$ cat src/uasi_pkg.sv
/*
 * Constants for the UART status and interrupt identification block:
 * register byte addresses, field positions, reset values and codes.
 * Assumes a 32-bit Wishbone address space with byte addressing.
 */
`default_nettype none

package uasi_pkg;

    // ****************************************************************
    // Register byte addresses
    // ****************************************************************
    localparam logic [31:0] ADDR_RX_TX      = 32'hFFFF0800;
    localparam logic [31:0] ADDR_IRQ_ENABLE = 32'hFFFF0804;
    localparam logic [31:0] ADDR_IRQ_IDENT  = 32'hFFFF0808;
    localparam logic [31:0] ADDR_LINE_STAT  = 32'hFFFF0814;
    localparam logic [31:0] ADDR_MODEM_STAT = 32'hFFFF0818;
    localparam logic [31:0] ADDR_EVT_STATUS = 32'hFFFF081C;
    localparam logic [31:0] ADDR_EVT_MASK   = 32'hFFFF0820;

    // ****************************************************************
    // Line status fields
    // ****************************************************************
    localparam int LSR_RX_AVAIL  = 0;
    localparam int LSR_OVERRUN   = 1;
    localparam int LSR_PARITY    = 2;
    localparam int LSR_FRAMING   = 3;
    localparam int LSR_BREAK     = 4;
    localparam int LSR_HOLD_EMPT = 5;
    localparam int LSR_TX_IDLE   = 6;
    localparam logic [7:0] LSR_RESET = 8'h60;

    // ****************************************************************
    // Interrupt enable fields and identification codes
    // ****************************************************************
    localparam int IEN_RX_FULL  = 0;
    localparam int IEN_TX_EMPTY = 1;
    localparam int IEN_LINE_ST  = 2;
    localparam logic [7:0] IEN_RESET     = 8'h00;
    localparam logic [7:0] IEN_USED_MASK = 8'h07;
    localparam logic [7:0] IID_RESET     = 8'h01;
    localparam logic [1:0] IID_LINE_ST   = 2'h3;
    localparam logic [1:0] IID_RX_FULL   = 2'h2;
    localparam logic [1:0] IID_TX_EMPTY  = 2'h1;
    localparam logic [1:0] IID_MODEM     = 2'h0;

    // ****************************************************************
    // Sticky event bits (one per interrupt source) and break timing
    // ****************************************************************
    localparam int EVT_MODEM   = 0;
    localparam int EVT_TX      = 1;
    localparam int EVT_RX      = 2;
    localparam int EVT_LINE_ST = 3;
    localparam int EVT_WIDTH   = 4;
    localparam logic [7:0] EVT_RESET      = 8'h00;
    localparam int         MAX_FRAME_BITS = 12;

endpackage : uasi_pkg

`default_nettype wire

$ cat src/uasi_top.sv
/*
 * UART line status, interrupt enable and prioritised interrupt
 * identification, behind a classic Wishbone slave.
 * Assumes the rest of the UART supplies receive strobes with error
 * bits, a one-per-bit-time tick, the shift register state and the
 * divisor access select bit; all inputs are synchronous to clk_i.
 */
// The Wishbone slave port is this design's own decision.
`timescale 1ns/1ps
`default_nettype none

// Notes on behaviour
// - Transmitter idle flag (bit 6) is set when holding and shift registers are both empty, cleared by a write.
// - Holding empty flag (bit 5) is set once the holding register is empty, cleared by a write to it.
// - Break flag (bit 4) is set when the receive input stays low longer than a longest character frame.
// - Framing error flag (bit 3) is set when a received stop bit is invalid.
// - Parity error flag (bit 2) is set when a received character fails its parity check.
// - Overrun flag (bit 1) is set when a new character overwrites unread receive data.
// - Data available flag (bit 0) is set by a received character and cleared by reading the receive buffer.
// - Line status is read only, bit 7 reads zero, and it resets to transmit flags set, others clear.
// - With enable bit 2 set, a framing, parity or overrun flag requests a line status interrupt.
// - With enable bit 1 set, an empty holding register requests a transmit empty interrupt.
// - With enable bit 0 set, an available character requests an interrupt; enable bits 7 to 3 read zero.
// - Identification bit 0 is an active low pending flag and the register resets to no interrupt.
// - Identification bits 2:1 give the top pending source, each cleared by its own access.
// - With divisor access select clear, the shared offsets reach receive, transmit and enable registers.
module uasi_top #(
    parameter int MAX_FRAME_BITS = uasi_pkg::MAX_FRAME_BITS
) (
    input  wire logic        clk_i,
    input  wire logic        srst_i,
    input  wire logic        wb_cyc_i,
    input  wire logic        wb_stb_i,
    input  wire logic        wb_we_i,
    input  wire logic [31:0] wb_adr_i,
    input  wire logic [3:0]  wb_sel_i,
    input  wire logic [31:0] wb_dat_i,
    output logic      [31:0] wb_dat_o,
    output logic             wb_ack_o,
    input  wire logic        divisor_access_select_i,
    input  wire logic        bit_tick_i,
    input  wire logic        serial_rx_input_i,
    input  wire logic        rx_char_i,
    input  wire logic [7:0]  rx_data_i,
    input  wire logic        rx_frame_err_i,
    input  wire logic        rx_parity_err_i,
    input  wire logic        tx_load_i,
    input  wire logic        tx_shift_empty_i,
    input  wire logic        modem_irq_i,
    input  wire logic [7:0]  modem_status_i,
    output logic             tx_write_o,
    output logic      [7:0]  tx_data_o,
    output logic             modem_status_read_o,
    output logic             irq_o
);

    localparam int BW = $clog2(MAX_FRAME_BITS + 2);

    if (MAX_FRAME_BITS < 2 || MAX_FRAME_BITS > 64)
    begin : g_bad_frame
        $error("MAX_FRAME_BITS out of range 2..64");
    end

    // ****************************************************************
    // Bus decode
    // ****************************************************************
    logic acc, rd, wr, shared_sel;
    logic rbr_rd, thr_wr, ien_wr, iid_rd, lsr_rd, msr_rd, evs_wr, evm_wr;

    // A request is served once, in the cycle before ack rises
    assign acc      = wb_cyc_i & wb_stb_i & ~wb_ack_o;
    assign rd       = acc & ~wb_we_i;
    assign wr       = acc & wb_we_i & wb_sel_i[0];
    assign shared_sel = ~divisor_access_select_i;
    assign rbr_rd   = rd & shared_sel & (wb_adr_i == uasi_pkg::ADDR_RX_TX);
    assign thr_wr   = wr & shared_sel & (wb_adr_i == uasi_pkg::ADDR_RX_TX);
    assign ien_wr   = wr & shared_sel & (wb_adr_i == uasi_pkg::ADDR_IRQ_ENABLE);
    assign iid_rd   = rd & (wb_adr_i == uasi_pkg::ADDR_IRQ_IDENT);
    assign lsr_rd   = rd & (wb_adr_i == uasi_pkg::ADDR_LINE_STAT);
    assign msr_rd   = rd & (wb_adr_i == uasi_pkg::ADDR_MODEM_STAT);
    assign evs_wr   = wr & (wb_adr_i == uasi_pkg::ADDR_EVT_STATUS);
    assign evm_wr   = wr & (wb_adr_i == uasi_pkg::ADDR_EVT_MASK);

    // ****************************************************************
    // Receive side flags
    // ****************************************************************
    logic          rx_avail_flag_reg, overrun_flag_reg, parity_error_flag_reg;
    logic          framing_error_flag_reg, break_seen_flag_reg;
    logic [7:0]    rx_buf_reg;
    logic [BW-1:0] brk_cnt_reg;
    logic          brk_hit;

    // Low beyond a full frame: fires once, on the tick that exceeds it
    assign brk_hit = bit_tick_i & ~serial_rx_input_i & (brk_cnt_reg == BW'(MAX_FRAME_BITS));

    // Counter saturates so one long break sets the flag only once
    always_ff @(posedge clk_i)
    begin
        if (srst_i || serial_rx_input_i)
            brk_cnt_reg <= '0;
        else if (bit_tick_i && brk_cnt_reg != BW'(MAX_FRAME_BITS + 1))
            brk_cnt_reg <= brk_cnt_reg + BW'(1);
    end

    // Receive buffer; a new character always overwrites
    always_ff @(posedge clk_i)
    begin
        if (srst_i)
            rx_buf_reg <= 8'h00;
        else if (rx_char_i)
            rx_buf_reg <= rx_data_i;
    end

    // Data available: a character arriving with the read wins
    always_ff @(posedge clk_i)
    begin
        if (srst_i)
            rx_avail_flag_reg <= 1'b0;
        else if (rx_char_i)
            rx_avail_flag_reg <= 1'b1;
        else if (rbr_rd)
            rx_avail_flag_reg <= 1'b0;
    end

    // Error flags: set wins over the clearing line status read
    always_ff @(posedge clk_i)
    begin
        if (srst_i)
        begin
            overrun_flag_reg       <= 1'b0;
            parity_error_flag_reg  <= 1'b0;
            framing_error_flag_reg <= 1'b0;
            break_seen_flag_reg    <= 1'b0;
        end
        else
        begin
            overrun_flag_reg       <= (rx_char_i & rx_avail_flag_reg & ~rbr_rd) |
                                      (overrun_flag_reg & ~lsr_rd);
            parity_error_flag_reg  <= (rx_char_i & rx_parity_err_i) |
                                      (parity_error_flag_reg & ~lsr_rd);
            framing_error_flag_reg <= (rx_char_i & rx_frame_err_i) |
                                      (framing_error_flag_reg & ~lsr_rd);
            break_seen_flag_reg    <= brk_hit | (break_seen_flag_reg & ~lsr_rd);
        end
    end

    // ****************************************************************
    // Transmit side flags
    // ****************************************************************
    logic holding_empty_flag_reg, transmitter_idle_flag_reg, tx_irq_reg;

    // A write refills the holding register, so it beats a load
    always_ff @(posedge clk_i)
    begin
        if (srst_i)
            holding_empty_flag_reg <= 1'b1;
        else if (thr_wr)
            holding_empty_flag_reg <= 1'b0;
        else if (tx_load_i)
            holding_empty_flag_reg <= 1'b1;
    end

    // Idle only when nothing waits and nothing shifts
    always_ff @(posedge clk_i)
    begin
        if (srst_i)
            transmitter_idle_flag_reg <= 1'b1;
        else if (thr_wr)
            transmitter_idle_flag_reg <= 1'b0;
        else
            transmitter_idle_flag_reg <= holding_empty_flag_reg & ~tx_load_i & tx_shift_empty_i;
    end

    // Holding data goes straight to the transmitter
    always_ff @(posedge clk_i)
    begin
        if (srst_i)
        begin
            tx_write_o <= 1'b0;
            tx_data_o  <= 8'h00;
        end
        else
        begin
            tx_write_o <= thr_wr;
            if (thr_wr)
                tx_data_o <= wb_dat_i[7:0];
        end
    end

    // ****************************************************************
    // Interrupt enable and identification
    // ****************************************************************
    logic [7:0] ien_reg, iid_value, lsr_value;
    logic [1:0] iid_code;
    logic       ls_pend, rx_pend, tx_pend, ms_pend, any_pend;

    // Reserved enable bits are never stored, so they read zero
    always_ff @(posedge clk_i)
    begin
        if (srst_i)
            ien_reg <= uasi_pkg::IEN_RESET;
        else if (ien_wr)
            ien_reg <= wb_dat_i[7:0] & uasi_pkg::IEN_USED_MASK;
    end

    // Transmit request re-arms on each load or when freshly enabled
    always_ff @(posedge clk_i)
    begin
        if (srst_i)
            tx_irq_reg <= 1'b0;
        else if (tx_load_i || (ien_wr && wb_dat_i[uasi_pkg::IEN_TX_EMPTY] &&
                 !ien_reg[uasi_pkg::IEN_TX_EMPTY] && holding_empty_flag_reg))
            tx_irq_reg <= 1'b1;
        else if (thr_wr || (iid_rd && any_pend && iid_code == uasi_pkg::IID_TX_EMPTY))
            tx_irq_reg <= 1'b0;
    end

    // Sources in falling priority
    assign ls_pend  = ien_reg[uasi_pkg::IEN_LINE_ST] &
                      (framing_error_flag_reg | parity_error_flag_reg | overrun_flag_reg);
    assign rx_pend  = ien_reg[uasi_pkg::IEN_RX_FULL] & rx_avail_flag_reg;
    assign tx_pend  = ien_reg[uasi_pkg::IEN_TX_EMPTY] & tx_irq_reg & holding_empty_flag_reg;
    assign ms_pend  = modem_irq_i;
    assign any_pend = ls_pend | rx_pend | tx_pend | ms_pend;

    // Priority encoder for identification
    always_comb
    begin
        if (ls_pend)
            iid_code = uasi_pkg::IID_LINE_ST;
        else if (rx_pend)
            iid_code = uasi_pkg::IID_RX_FULL;
        else if (tx_pend)
            iid_code = uasi_pkg::IID_TX_EMPTY;
        else
            iid_code = uasi_pkg::IID_MODEM;
    end

    assign iid_value = {5'h00, iid_code & {2{any_pend}}, ~any_pend};
    assign lsr_value = {1'b0, transmitter_idle_flag_reg, holding_empty_flag_reg,
                        break_seen_flag_reg, framing_error_flag_reg, parity_error_flag_reg,
                        overrun_flag_reg, rx_avail_flag_reg};

    // ****************************************************************
    // Sticky event status, mask and interrupt output
    // ****************************************************************
    logic [uasi_pkg::EVT_WIDTH-1:0] pend_vec, pend_prev_reg, evt_stat_reg, evt_mask_reg;

    assign pend_vec = {ls_pend, rx_pend, tx_pend, ms_pend};

    // Remember source levels to find their rising edges
    always_ff @(posedge clk_i)
    begin
        if (srst_i)
            pend_prev_reg <= '0;
        else
            pend_prev_reg <= pend_vec;
    end

    // Write one to clear; a new event in the same cycle wins
    for (genvar i = 0; i < uasi_pkg::EVT_WIDTH; i++)
    begin : g_evt
        always_ff @(posedge clk_i)
        begin
            if (srst_i)
                evt_stat_reg[i] <= 1'b0;
            else if (pend_vec[i] && !pend_prev_reg[i])
                evt_stat_reg[i] <= 1'b1;
            else if (evs_wr && wb_dat_i[i])
                evt_stat_reg[i] <= 1'b0;
        end
    end

    // Mask and interrupt level; output one cycle behind the status
    always_ff @(posedge clk_i)
    begin
        if (srst_i)
        begin
            evt_mask_reg <= '0;
            irq_o        <= 1'b0;
        end
        else
        begin
            if (evm_wr)
                evt_mask_reg <= wb_dat_i[uasi_pkg::EVT_WIDTH-1:0];
            irq_o <= |(evt_stat_reg & evt_mask_reg);
        end
    end

    // ****************************************************************
    // Bus answer
    // ****************************************************************
    // Read data shows state before this access's side effects
    always_ff @(posedge clk_i)
    begin
        if (srst_i)
        begin
            wb_ack_o            <= 1'b0;
            wb_dat_o            <= 32'h0000_0000;
            modem_status_read_o <= 1'b0;
        end
        else
        begin
            wb_ack_o            <= acc;
            modem_status_read_o <= msr_rd;
            if (rbr_rd)
                wb_dat_o <= {24'h000000, rx_buf_reg};
            else if (rd && shared_sel && wb_adr_i == uasi_pkg::ADDR_IRQ_ENABLE)
                wb_dat_o <= {24'h000000, ien_reg};
            else if (iid_rd)
                wb_dat_o <= {24'h000000, iid_value};
            else if (lsr_rd)
                wb_dat_o <= {24'h000000, lsr_value};
            else if (msr_rd)
                wb_dat_o <= {24'h000000, modem_status_i};
            else if (rd && wb_adr_i == uasi_pkg::ADDR_EVT_STATUS)
                wb_dat_o <= {28'h0000000, evt_stat_reg};
            else if (rd && wb_adr_i == uasi_pkg::ADDR_EVT_MASK)
                wb_dat_o <= {28'h0000000, evt_mask_reg};
            else
                wb_dat_o <= 32'h0000_0000;
        end
    end
endmodule : uasi_top

`default_nettype wire

$ cat config.mk
export PLATFORM = sky130hd
export DESIGN_NAME = uasi_top
export DESIGN_NICKNAME = d
export VERILOG_FILES = /design/src/uasi_pkg.sv /design/src/uasi_top.sv
export SDC_FILE = /design/constraint.sdc
export NUM_CORES = 1
export LEC_CHECK = 0
export ABC_AREA = 1
export BUFFER_PORTS_ARGS = -buffer_cell sky130_fd_sc_hd__buf_2
export CAP_MARGIN = 25
export CORE_MARGIN = 2
export CORE_UTILIZATION = 42
export CTS_CLUSTER_SIZE = 24
export DETAILED_ROUTE_END_ITERATION = 6
export PLACE_DENSITY = 0.77
export SYNTH_ARGS = -nofsm -noshare
export SYNTH_HDL_FRONTEND = slang
export SYNTH_SLANG_ARGS = --single-unit
$ cat constraint.sdc
create_clock -name clk_i -period 1.7 [get_ports clk_i]
set_input_delay 0.51 -clock clk_i [delete_from_list [all_inputs] [get_ports clk_i]]
set_output_delay 0.51 -clock clk_i [all_outputs]
set_load 0.02 [all_outputs]
* Yosys cells after proc, flatten, opt, wreduce, memory -nomap -nowiden
Cells that the tools add are included.
** Word-level totals
- Output and inout bits :: 44
- Input bits :: 98
- Register bits :: 79
- Memories kept :: 0
- Memory bits (writable) :: 0
- Bits in read-only memories :: 0
- Latch bits :: 0
- Word-level logic and storage cells :: 145
** Operators by class
- Muxes and demuxes :: 25
- Eq/ne operators :: 10
- Multiply operators :: 0
- Reduce and logical (&&, ||, !) cells :: 35
- Div/mod/pow operators :: 0
- Shifts and indexed selects :: 0
- $lt $le $gt $ge :: 0
- Bitwise logic cells :: 50
- Add/sub/neg operators :: 1
** Operators by type and width (count)
- == test 32 bit (second input constant) :: 7
- two-way mux 8 bit :: 5
- bitwise AND 1 bit :: 31
- logical AND 1 bit :: 18
- two-way mux 1 bit :: 16
- nonzero test 2 bit :: 7
- bitwise OR 1 bit :: 9
- two-way mux 4 bit :: 2
- inverter 1 bit :: 8
- OR reduction 7 bit :: 1
- logical NOT 1 bit :: 5
- adder 4 x 1 -> 4 bit (second input constant) :: 1
- bitwise AND 4 bit :: 1
- == test 4 bit (second input constant) :: 1
- two-way mux 2 bit :: 2
- inequality test 4 bit (second input constant) :: 1
- OR reduction 4 bit :: 1
- logical OR 1 bit :: 3
- bitwise AND 2 bit :: 1
- == test 2 x 1 -> 1 bit (second input constant) :: 1

* Logic depth before layout (Yosys ltp)
Gate-level depths: netlist of the first run.
- Depth in word-level cells :: 11
- Gate-level depth with buffers :: 14
- Depth with buffers taken out :: 14

* Worst setup path before layout of the first run
No wires, ideal clock.
- Path type :: input-to-reg
- Start point :: input port wb_adr_i[25]
- End point :: register wb_dat_o[0]
- Cell stages on the path :: 13
- Data required time :: 1.578 ns
- Library setup time :: 0.122 ns
- Slack :: 0.031 ns
- Buffers on the path :: 0
- Data arrival time :: 1.547 ns
- Cells stage by stage :: nand2_1 nor2_1 nand2_1 nor2_8 nand2_4 nor2_4 inv_2 nand2_1 nor2_1 nand2_1 nand2_1 nand2_1 a21oi_2
** Between the ends
- Cells in the longest elaborated chain, start to end :: 9
- Elaborated cells between the ends (all ways) :: 21
- Classes of those cells :: eq/ne: 7; mux: 7; bitwise: 4; reduce/logical: 3
** RTL lines
- from (decl) :: RTL line uasi_top.sv:35 : input wire logic [31:0] wb_adr_i,
- == test 32 bit :: RTL line uasi_top.sv:318 : else if (rd && wb_adr_i == uasi_pkg::ADDR_EVT_MASK)
- logical AND 1 bit :: RTL line uasi_top.sv:318
- two-way mux 4 bit :: RTL line uasi_top.sv:318
- two-way mux 4 bit :: RTL line uasi_top.sv:316 : else if (rd && wb_adr_i == uasi_pkg::ADDR_EVT_STATUS)
- two-way mux 8 bit :: RTL line uasi_top.sv:314 : else if (msr_rd)
- two-way mux 8 bit :: RTL line uasi_top.sv:312 : else if (lsr_rd)
- two-way mux 8 bit :: RTL line uasi_top.sv:310 : else if (iid_rd)
- two-way mux 8 bit :: RTL line uasi_top.sv:308 : else if (rd && shared_sel && wb_adr_i == uasi_pkg::ADDR_IRQ_ENABLE)
- two-way mux 8 bit (*) :: RTL line uasi_top.sv:306 : if (rbr_rd)
- to (signal assigned) :: RTL line uasi_top.sv:307 : wb_dat_o <= {24'h000000, rx_buf_reg};
- to (signal assigned) :: RTL line uasi_top.sv:309 : wb_dat_o <= {24'h000000, ien_reg};
- to (signal assigned) :: RTL line uasi_top.sv:311 : wb_dat_o <= {24'h000000, iid_value};
- to (decl) :: RTL line uasi_top.sv:38 : output logic [31:0] wb_dat_o,
Mark *: on every way between the ends. The rest lies on a longest branch, timed or not.
A chain may end at the register's enable or synchronous reset.

* Worst setup path after layout of the first run
- Start point :: input port wb_adr_i[11]
- End point :: register wb_dat_o[0]
Same word-level chain as after synthesis.

==> flow_metrics.env, run 1 <==
export IMPL_routedLengthMet1_mm=3.18
export IMPL_insertedDiodeCount=0
export IMPL_status="finished, final reports clean"
export IMPL_synth_edf_count=0
export IMPL_cellPowerDensity_nw_per_um2=636
export IMPL_tritoncts="built"
export IMPL_p_clk_frac=0.297
export IMPL_regToRegSetupSlack_ns=0.13
export IMPL_irDropWorstVdd_v=0.000422
export IMPL_core_area_sq_um=6720
export IMPL_gp_congestion=0.909
export IMPL_yosysSeqAreaShare=0.383
export IMPL_holdWs_ns=0.399
export IMPL_grt_pass1_vias=2621
export IMPL_fin_tns_setup_ns=0
export IMPL_maxCapViolations=0
export IMPL_p_int_mw=1.73
export IMPL_finalWorstSetupSlack_ns=0.113
export IMPL_worst_endpoint_arrival_ns=1.83
export IMPL_crit_chain="buf_6, inv_2, nor2_4, nand2_2, nor2_4, nand4_1, nor2_2, nand2_1, nand3_1, nand2_1, nand2_1, nand2_2, a21oi_2"
export IMPL_wl_met2_mm=3.32
export IMPL_first_iter_violations=168
export IMPL_rows=30
export IMPL_hpwlAfterDp_mm=5.53
export IMPL_start_util=0.428
export IMPL_grt_max_degree=26
export IMPL_syn_inst=394
export IMPL_r2r_end="wb_dat_o[6]$_SDFF_PP0_"
export IMPL_antenna_found_initial=0
export IMPL_crit_family="simple AND/OR/NAND/NOR gates"
export IMPL_cts_sinks=55
export IMPL_ioPinCount=142
export IMPL_dieHeight_um=86.8
export IMPL_cts_htree_levels=2
export IMPL_cp_end_kind="flop"
export IMPL_synth_area_leaders="dfxtp_1 38%, nand2_1 9.0%, nor2_1 8.2%"
export IMPL_path_common_cell="nand2_1"
export IMPL_layout_commonest_cell="buf_2"
export IMPL_hp_start="pend_prev_reg[0]$_SDFF_PP0_"
export IMPL_ant_nets=0
export IMPL_dr_wl_met3_um=475
export IMPL_min_path_cells=1
export IMPL_p_sw_mw=0.598
export IMPL_synth_top_area_frac=0.383
export IMPL_fill_cells=658
export IMPL_switching_share=0.257
export IMPL_rsz0062_at_grt="yes"
export IMPL_insertion_delay_ns=0.30
export IMPL_critPathSlowestCell="nand4_1"
export IMPL_max_clock_freq_ghz=0.630
export IMPL_finalNetCount=611
export IMPL_skew_ns=0.0111
export IMPL_groute_usage_overall=0.188
export IMPL_comb_power_share=0.129
export IMPL_area_growth_pct=27.0
export IMPL_start_kind="primary input"
export IMPL_yosysTopAreaCell="dfxtp_1"
export IMPL_reg2regPathDepth=9
export IMPL_vias_per_cell=4.83
export IMPL_syn_cell_area_sq_um=2880
export IMPL_place_ws_ns=-0.227
export IMPL_crit_type="in -> reg"
export IMPL_routed_via_count=2854
export IMPL_avgSynthCellArea_sq_um=7.30
export IMPL_hold_viol=0
export IMPL_dieArea_sq_um=7530
export IMPL_yosysWarnings=0
export IMPL_grt_first_pass_wirelength_mm=11.3
export IMPL_crit_fanout=4
export IMPL_ys_flop_type="dfxtp_1"
export IMPL_cts_buffers=5
export IMPL_grt_remaining_overflow=0
export IMPL_cts_buffer_depth=2
export IMPL_wl_mm=7.03
export IMPL_p_seq_frac=0.575
export IMPL_finalSetupViolCount=0
export IMPL_highest_layer="met4"
export IMPL_cp_depth=13
export IMPL_period_minus_slack_ns=1.59
export IMPL_maxSlewViolCount=0
export IMPL_root_buffer="clkbuf_8"
export IMPL_final_cell_mix="88 x buf_2, 64 x nand2_1, 61 x nor2_1"
export IMPL_worst_hold_path_type="reg -> reg"
export IMPL_wl_per_cell_um=11.9
export IMPL_worstPathBufferInverterCount=2
export IMPL_portBuffers=90
export IMPL_async_flop_share=0
export IMPL_clk_pin_slew_ns=0.09
export IMPL_p_leak_nw=1.81
export IMPL_period_share=0.933
export IMPL_cp_data_required_time_ns=1.94
export IMPL_route_detailed_drc=0
export IMPL_synth_seq_cells=55
export IMPL_ys_types=40
export IMPL_min_to="evt_stat_reg[0]$_SDFFE_PP0P_"
export IMPL_worstReg2RegStart="wb_ack_o$_SDFF_PP0_"
export IMPL_slowest_delay_ns=0.21
export IMPL_die_w_um=86.8
export IMPL_first_pass_iters=4
export IMPL_drive_above_1_share=0.335
-- worst max-delay path by stage --
stage                                        end                 from
after floorplan           wb_dat_o[0]$_SDFF_PP0_         wb_adr_i[25]
final                     wb_dat_o[0]$_SDFF_PP0_         wb_adr_i[11]
after detailed placement  wb_dat_o[0]$_SDFF_PP0_          wb_adr_i[9]
after CTS                 wb_dat_o[0]$_SDFF_PP0_          wb_adr_i[9]
after global placement    wb_dat_o[0]$_SDFF_PP0_          wb_adr_i[9]
after global routing      wb_dat_o[3]$_SDFF_PP0_  wb_ack_o$_SDFF_PP0_
-- final cells by class --
class                      instances  area [sq um]  share of cell area
tap                               80           100              0.0274
clock inverter                     1          5.00             0.00137
timing repair buffer             117           678               0.185
multi-input combinational        293          1550               0.423
inverter                          38           148              0.0404
sequential                        55          1100               0.301
clock buffer                       7          76.3              0.0209
-- layer usage --
metal | vias to the layer above | GRT usage
met5 | - | 0
met4 | 0 | 0.0469
met3 | 4 | 0.0343
met2 | 110 | 0.329
met1 | 1264 | 0.238
li1 | 1476 | -
-- power by group through the flow --
stage | registers [mW] | logic, mW | clock network, mW
2_1_floorplan | 1.36 | 0.188 | 0
3_3_place_gp | 1.36 | 0.274 | 0
3_5_place_dp | 1.37 | 0.282 | 0
4_1_cts | 1.34 | 0.283 | 0.714
5_1_grt | 1.34 | 0.331 | 0.753
6_report | 1.34 | 0.299 | 0.690
-- through the flow --
stage | instance area, sq um | instances | utilization | power (mW)
2_1_floorplan | 2960 | 417 | - | 1.55
3_3_place_gp | 3490 | 580 | 0.520 | 1.64
3_5_place_dp | 3490 | 580 | 0.520 | 1.65
4_1_cts | 3570 | 588 | 0.532 | 2.33
5_1_grt | 3660 | 591 | 0.544 | 2.42
6_report | 3660 | 591 | 0.544 | 2.32
-- synthesized netlist by cell type (all sizes together), types with 5 or more instances --
cell / number
a21oi: 23
buf: 26
nand4: 13
nor2: 78
o21ai: 30
nand2: 74
inv: 34
o31ai: 5
nand3: 26
clkbuf: 5
dfxtp: 55
-- logic make-up (layout without fill, tap and decap cells) --
family / Yosys count / count (layout) / share of synthesized area
other cells: 1 / 24 / 0.00130
flops: 55 / 55 / 0.383
fa+ha+maj: 3 / 3 / 0.0130
simple gates: 198 / 198 / 0.341
compound gates: 68 / 68 / 0.136
buf+inv: 69 / 163 / 0.126
-- timing repair --
item | 4_1_cts | 5_1_grt
setup buffers | 0 | 3
hold buffers | 0 | 0
resized for setup | 0 | 17
setup endpoints to repair | 0 | 4
(Power assumes the default switching activity.)
==> run 2: changes to the inputs <==
--- a/config.mk
+++ b/config.mk
@@ -12,6 +12,7 @@
 export CORE_UTILIZATION = 42
 export CTS_CLUSTER_SIZE = 24
 export DETAILED_ROUTE_END_ITERATION = 6
+export MAX_ROUTING_LAYER = met4
 export PLACE_DENSITY = 0.77
 export SYNTH_ARGS = -nofsm -noshare
 export SYNTH_HDL_FRONTEND = slang
==> run 2 against run 1 <==
- maximum frequency down 0.68%
- die area unchanged
- power increased by 2.6%
- global-route usage is 0.98 points higher
- worst setup slack worse by 0.011 ns
- sequential power barely moved
- sequential share of layout area fell by 0.18 points
- combinational power is 2% lower
- clock skew rose by 0.0035 ns
- register-to-register slack improved by 0.02 ns
- core utilization is 0.39 points higher
- critical path depth stayed put
- critical endpoint is now wb_dat_o[3]$_SDFF_PP0_
==> flow_metrics.env, run 2 (synthesized netlist as in run 1, its figures left out) <==
export IMPL_gp_congestion=0.930
export IMPL_first_pass_iters=4
export IMPL_antenna_found_initial=0
export IMPL_final_cells=592
export IMPL_clk_pin_slew_ns=0.10
export IMPL_grt_pass1_vias=2667
export IMPL_core_area_sq_um=6720
export IMPL_crit_fanout=6
export IMPL_route_detailed_drc=0
export IMPL_finalWorstSetupSlack_ns=0.102
export IMPL_drive_above_1_share=0.342
export IMPL_irDropWorstVdd_v=0.000603
export IMPL_cts_sinks=55
export IMPL_worst_endpoint_arrival_ns=1.80
export IMPL_routed_via_count=2889
export IMPL_start_kind="primary input"
export IMPL_grt_max_degree=26
export IMPL_fin_util=0.548
export IMPL_hold_viol=0
export IMPL_status="finished, final reports clean"
export IMPL_maxCapViolations=0
export IMPL_final_cell_mix="89 x buf_2, 62 x nand2_1, 62 x nor2_1"
export IMPL_worst_hold_path_type="reg -> reg"
export IMPL_groute_usage_overall=0.198
export IMPL_p_clk_frac=0.317
export IMPL_cts_buffers=5
export IMPL_dp_cells=581
export IMPL_layout_commonest_cell="buf_2"
export IMPL_finalSetupViolCount=0
export IMPL_p_seq_frac=0.561
export IMPL_fin_tns_setup_ns=0
export IMPL_max_clock_freq_ghz=0.626
export IMPL_grt_first_pass_wirelength_mm=11.7
export IMPL_skew_ns=0.0145
export IMPL_switching_share=0.259
export IMPL_start_util=0.428
export IMPL_cp_data_required_time_ns=1.90
export IMPL_dieArea_sq_um=7530
export IMPL_cts_hold_buffers=0
export IMPL_period_share=0.940
export IMPL_insertion_delay_ns=0.31
export IMPL_maxSlewViolCount=0
export IMPL_cp_end_kind="flop"
export IMPL_rsz0062_at_grt="yes"
export IMPL_cellPowerDensity_nw_per_um2=647
export IMPL_root_buffer="clkbuf_8"
export IMPL_portBuffers=90
export IMPL_finalNetCount=612
export IMPL_vias_per_cell=4.88
export IMPL_dieHeight_um=86.8
export IMPL_total_power_mw=2.38
export IMPL_regToRegSetupSlack_ns=0.15
export IMPL_ant_nets=0
export IMPL_tritoncts="built"
export IMPL_first_iter_violations=163
export IMPL_place_ws_ns=-0.249
export IMPL_area_growth_pct=28.0
export IMPL_ioPinCount=142
export IMPL_grt_remaining_overflow=0
export IMPL_wl_per_cell_um=12.0
export IMPL_rows=30
export IMPL_p_int_mw=1.77
export IMPL_cts_htree_levels=2
export IMPL_p_sw_mw=0.618
export IMPL_p_leak_nw=1.83
export IMPL_hpwlAfterDp_mm=5.57
export IMPL_period_minus_slack_ns=1.60
export IMPL_comb_power_share=0.122
export IMPL_insertedDiodeCount=0
export IMPL_die_w_um=86.8
export IMPL_crit_type="in -> reg"
export IMPL_wl_mm=7.13
export IMPL_cts_buffer_depth=2
-- run 2: per-layer routing --
| layer | GRT usage | vias up | part of all wire |
|---|---|---|---|
| met5 | - | - | 0 |
| met4 | 0.0597 | 0 | 0.015 |
| met3 | 0.0314 | 11 | 0.057 |
| met2 | 0.310 | 111 | 0.48 |
| met1 | 0.262 | 1292 | 0.45 |
| li1 | - | 1475 | - |
-- run 2: power groups by stage --
stage	registers [mW]	clock network [mW]	logic [mW]
after global routing	1.34	0.828	0.323
after detailed placement	1.37	0	0.278
after CTS	1.34	0.780	0.279
final	1.34	0.756	0.292
after global placement	1.36	0	0.272
after floorplan	1.36	0	0.188
-- run 2: layout make-up --
| class | instances | area [sq um] |
|---|---|---|
| Clock buffer | 7 | 86.3 |
| Multi-Input combinational cell | 293 | 1550 |
| Tap cell | 80 | 100 |
| Clock inverter | 1 | 8.76 |
| Sequential cell | 55 | 1100 |
| Timing Repair Buffer | 118 | 679 |
| Inverter | 38 | 153 |
| Fill cell | 664 | 3040 |
-- run 2: stage by stage --
stage | hold WS [ns] | instance area, sq um
after floorplan | 0.388 | 2960
after global placement | 0.390 | 3500
after detailed placement | 0.405 | 3500
after CTS | 0.409 | 3590
after global routing | 0.417 | 3680
final | 0.409 | 3680
-- run 2: what timing repair did --
| action | 4_1_cts | 5_1_grt |
|---|---|---|
| endpoints found under the setup margin | 0 | 4 |
| resized for setup | 0 | 21 |
| buffers inserted | 0 | 3 |
-- run 2: worst max-delay path, cell delays in order --
cell,delay (ns)
buf_2,0.12
nor2_4,0.12
nand2_2,0.07
nor2_4,0.15
nand3_2,0.11
nor2_4,0.19
nand2_4,0.11
inv_6,0.09
a21oi_1,0.04
nand2_1,0.10
nand2_2,0.06
nand2_2,0.07
a21oi_2,0.05
-- run 2: path summary, 6_finish.rpt --
kind,startpoint,endpoint,depth (start not counted)
max,wb_adr_i[8],wb_dat_o[3]$_SDFF_PP0_,13
max reg2reg,wb_ack_o$_SDFF_PP0_,wb_dat_o[3]$_SDFF_PP0_,12
min,pend_prev_reg[0]$_SDFF_PP0_,evt_stat_reg[0]$_SDFFE_PP0P_,1
min reg2reg,pend_prev_reg[0]$_SDFF_PP0_,evt_stat_reg[0]$_SDFFE_PP0P_,1
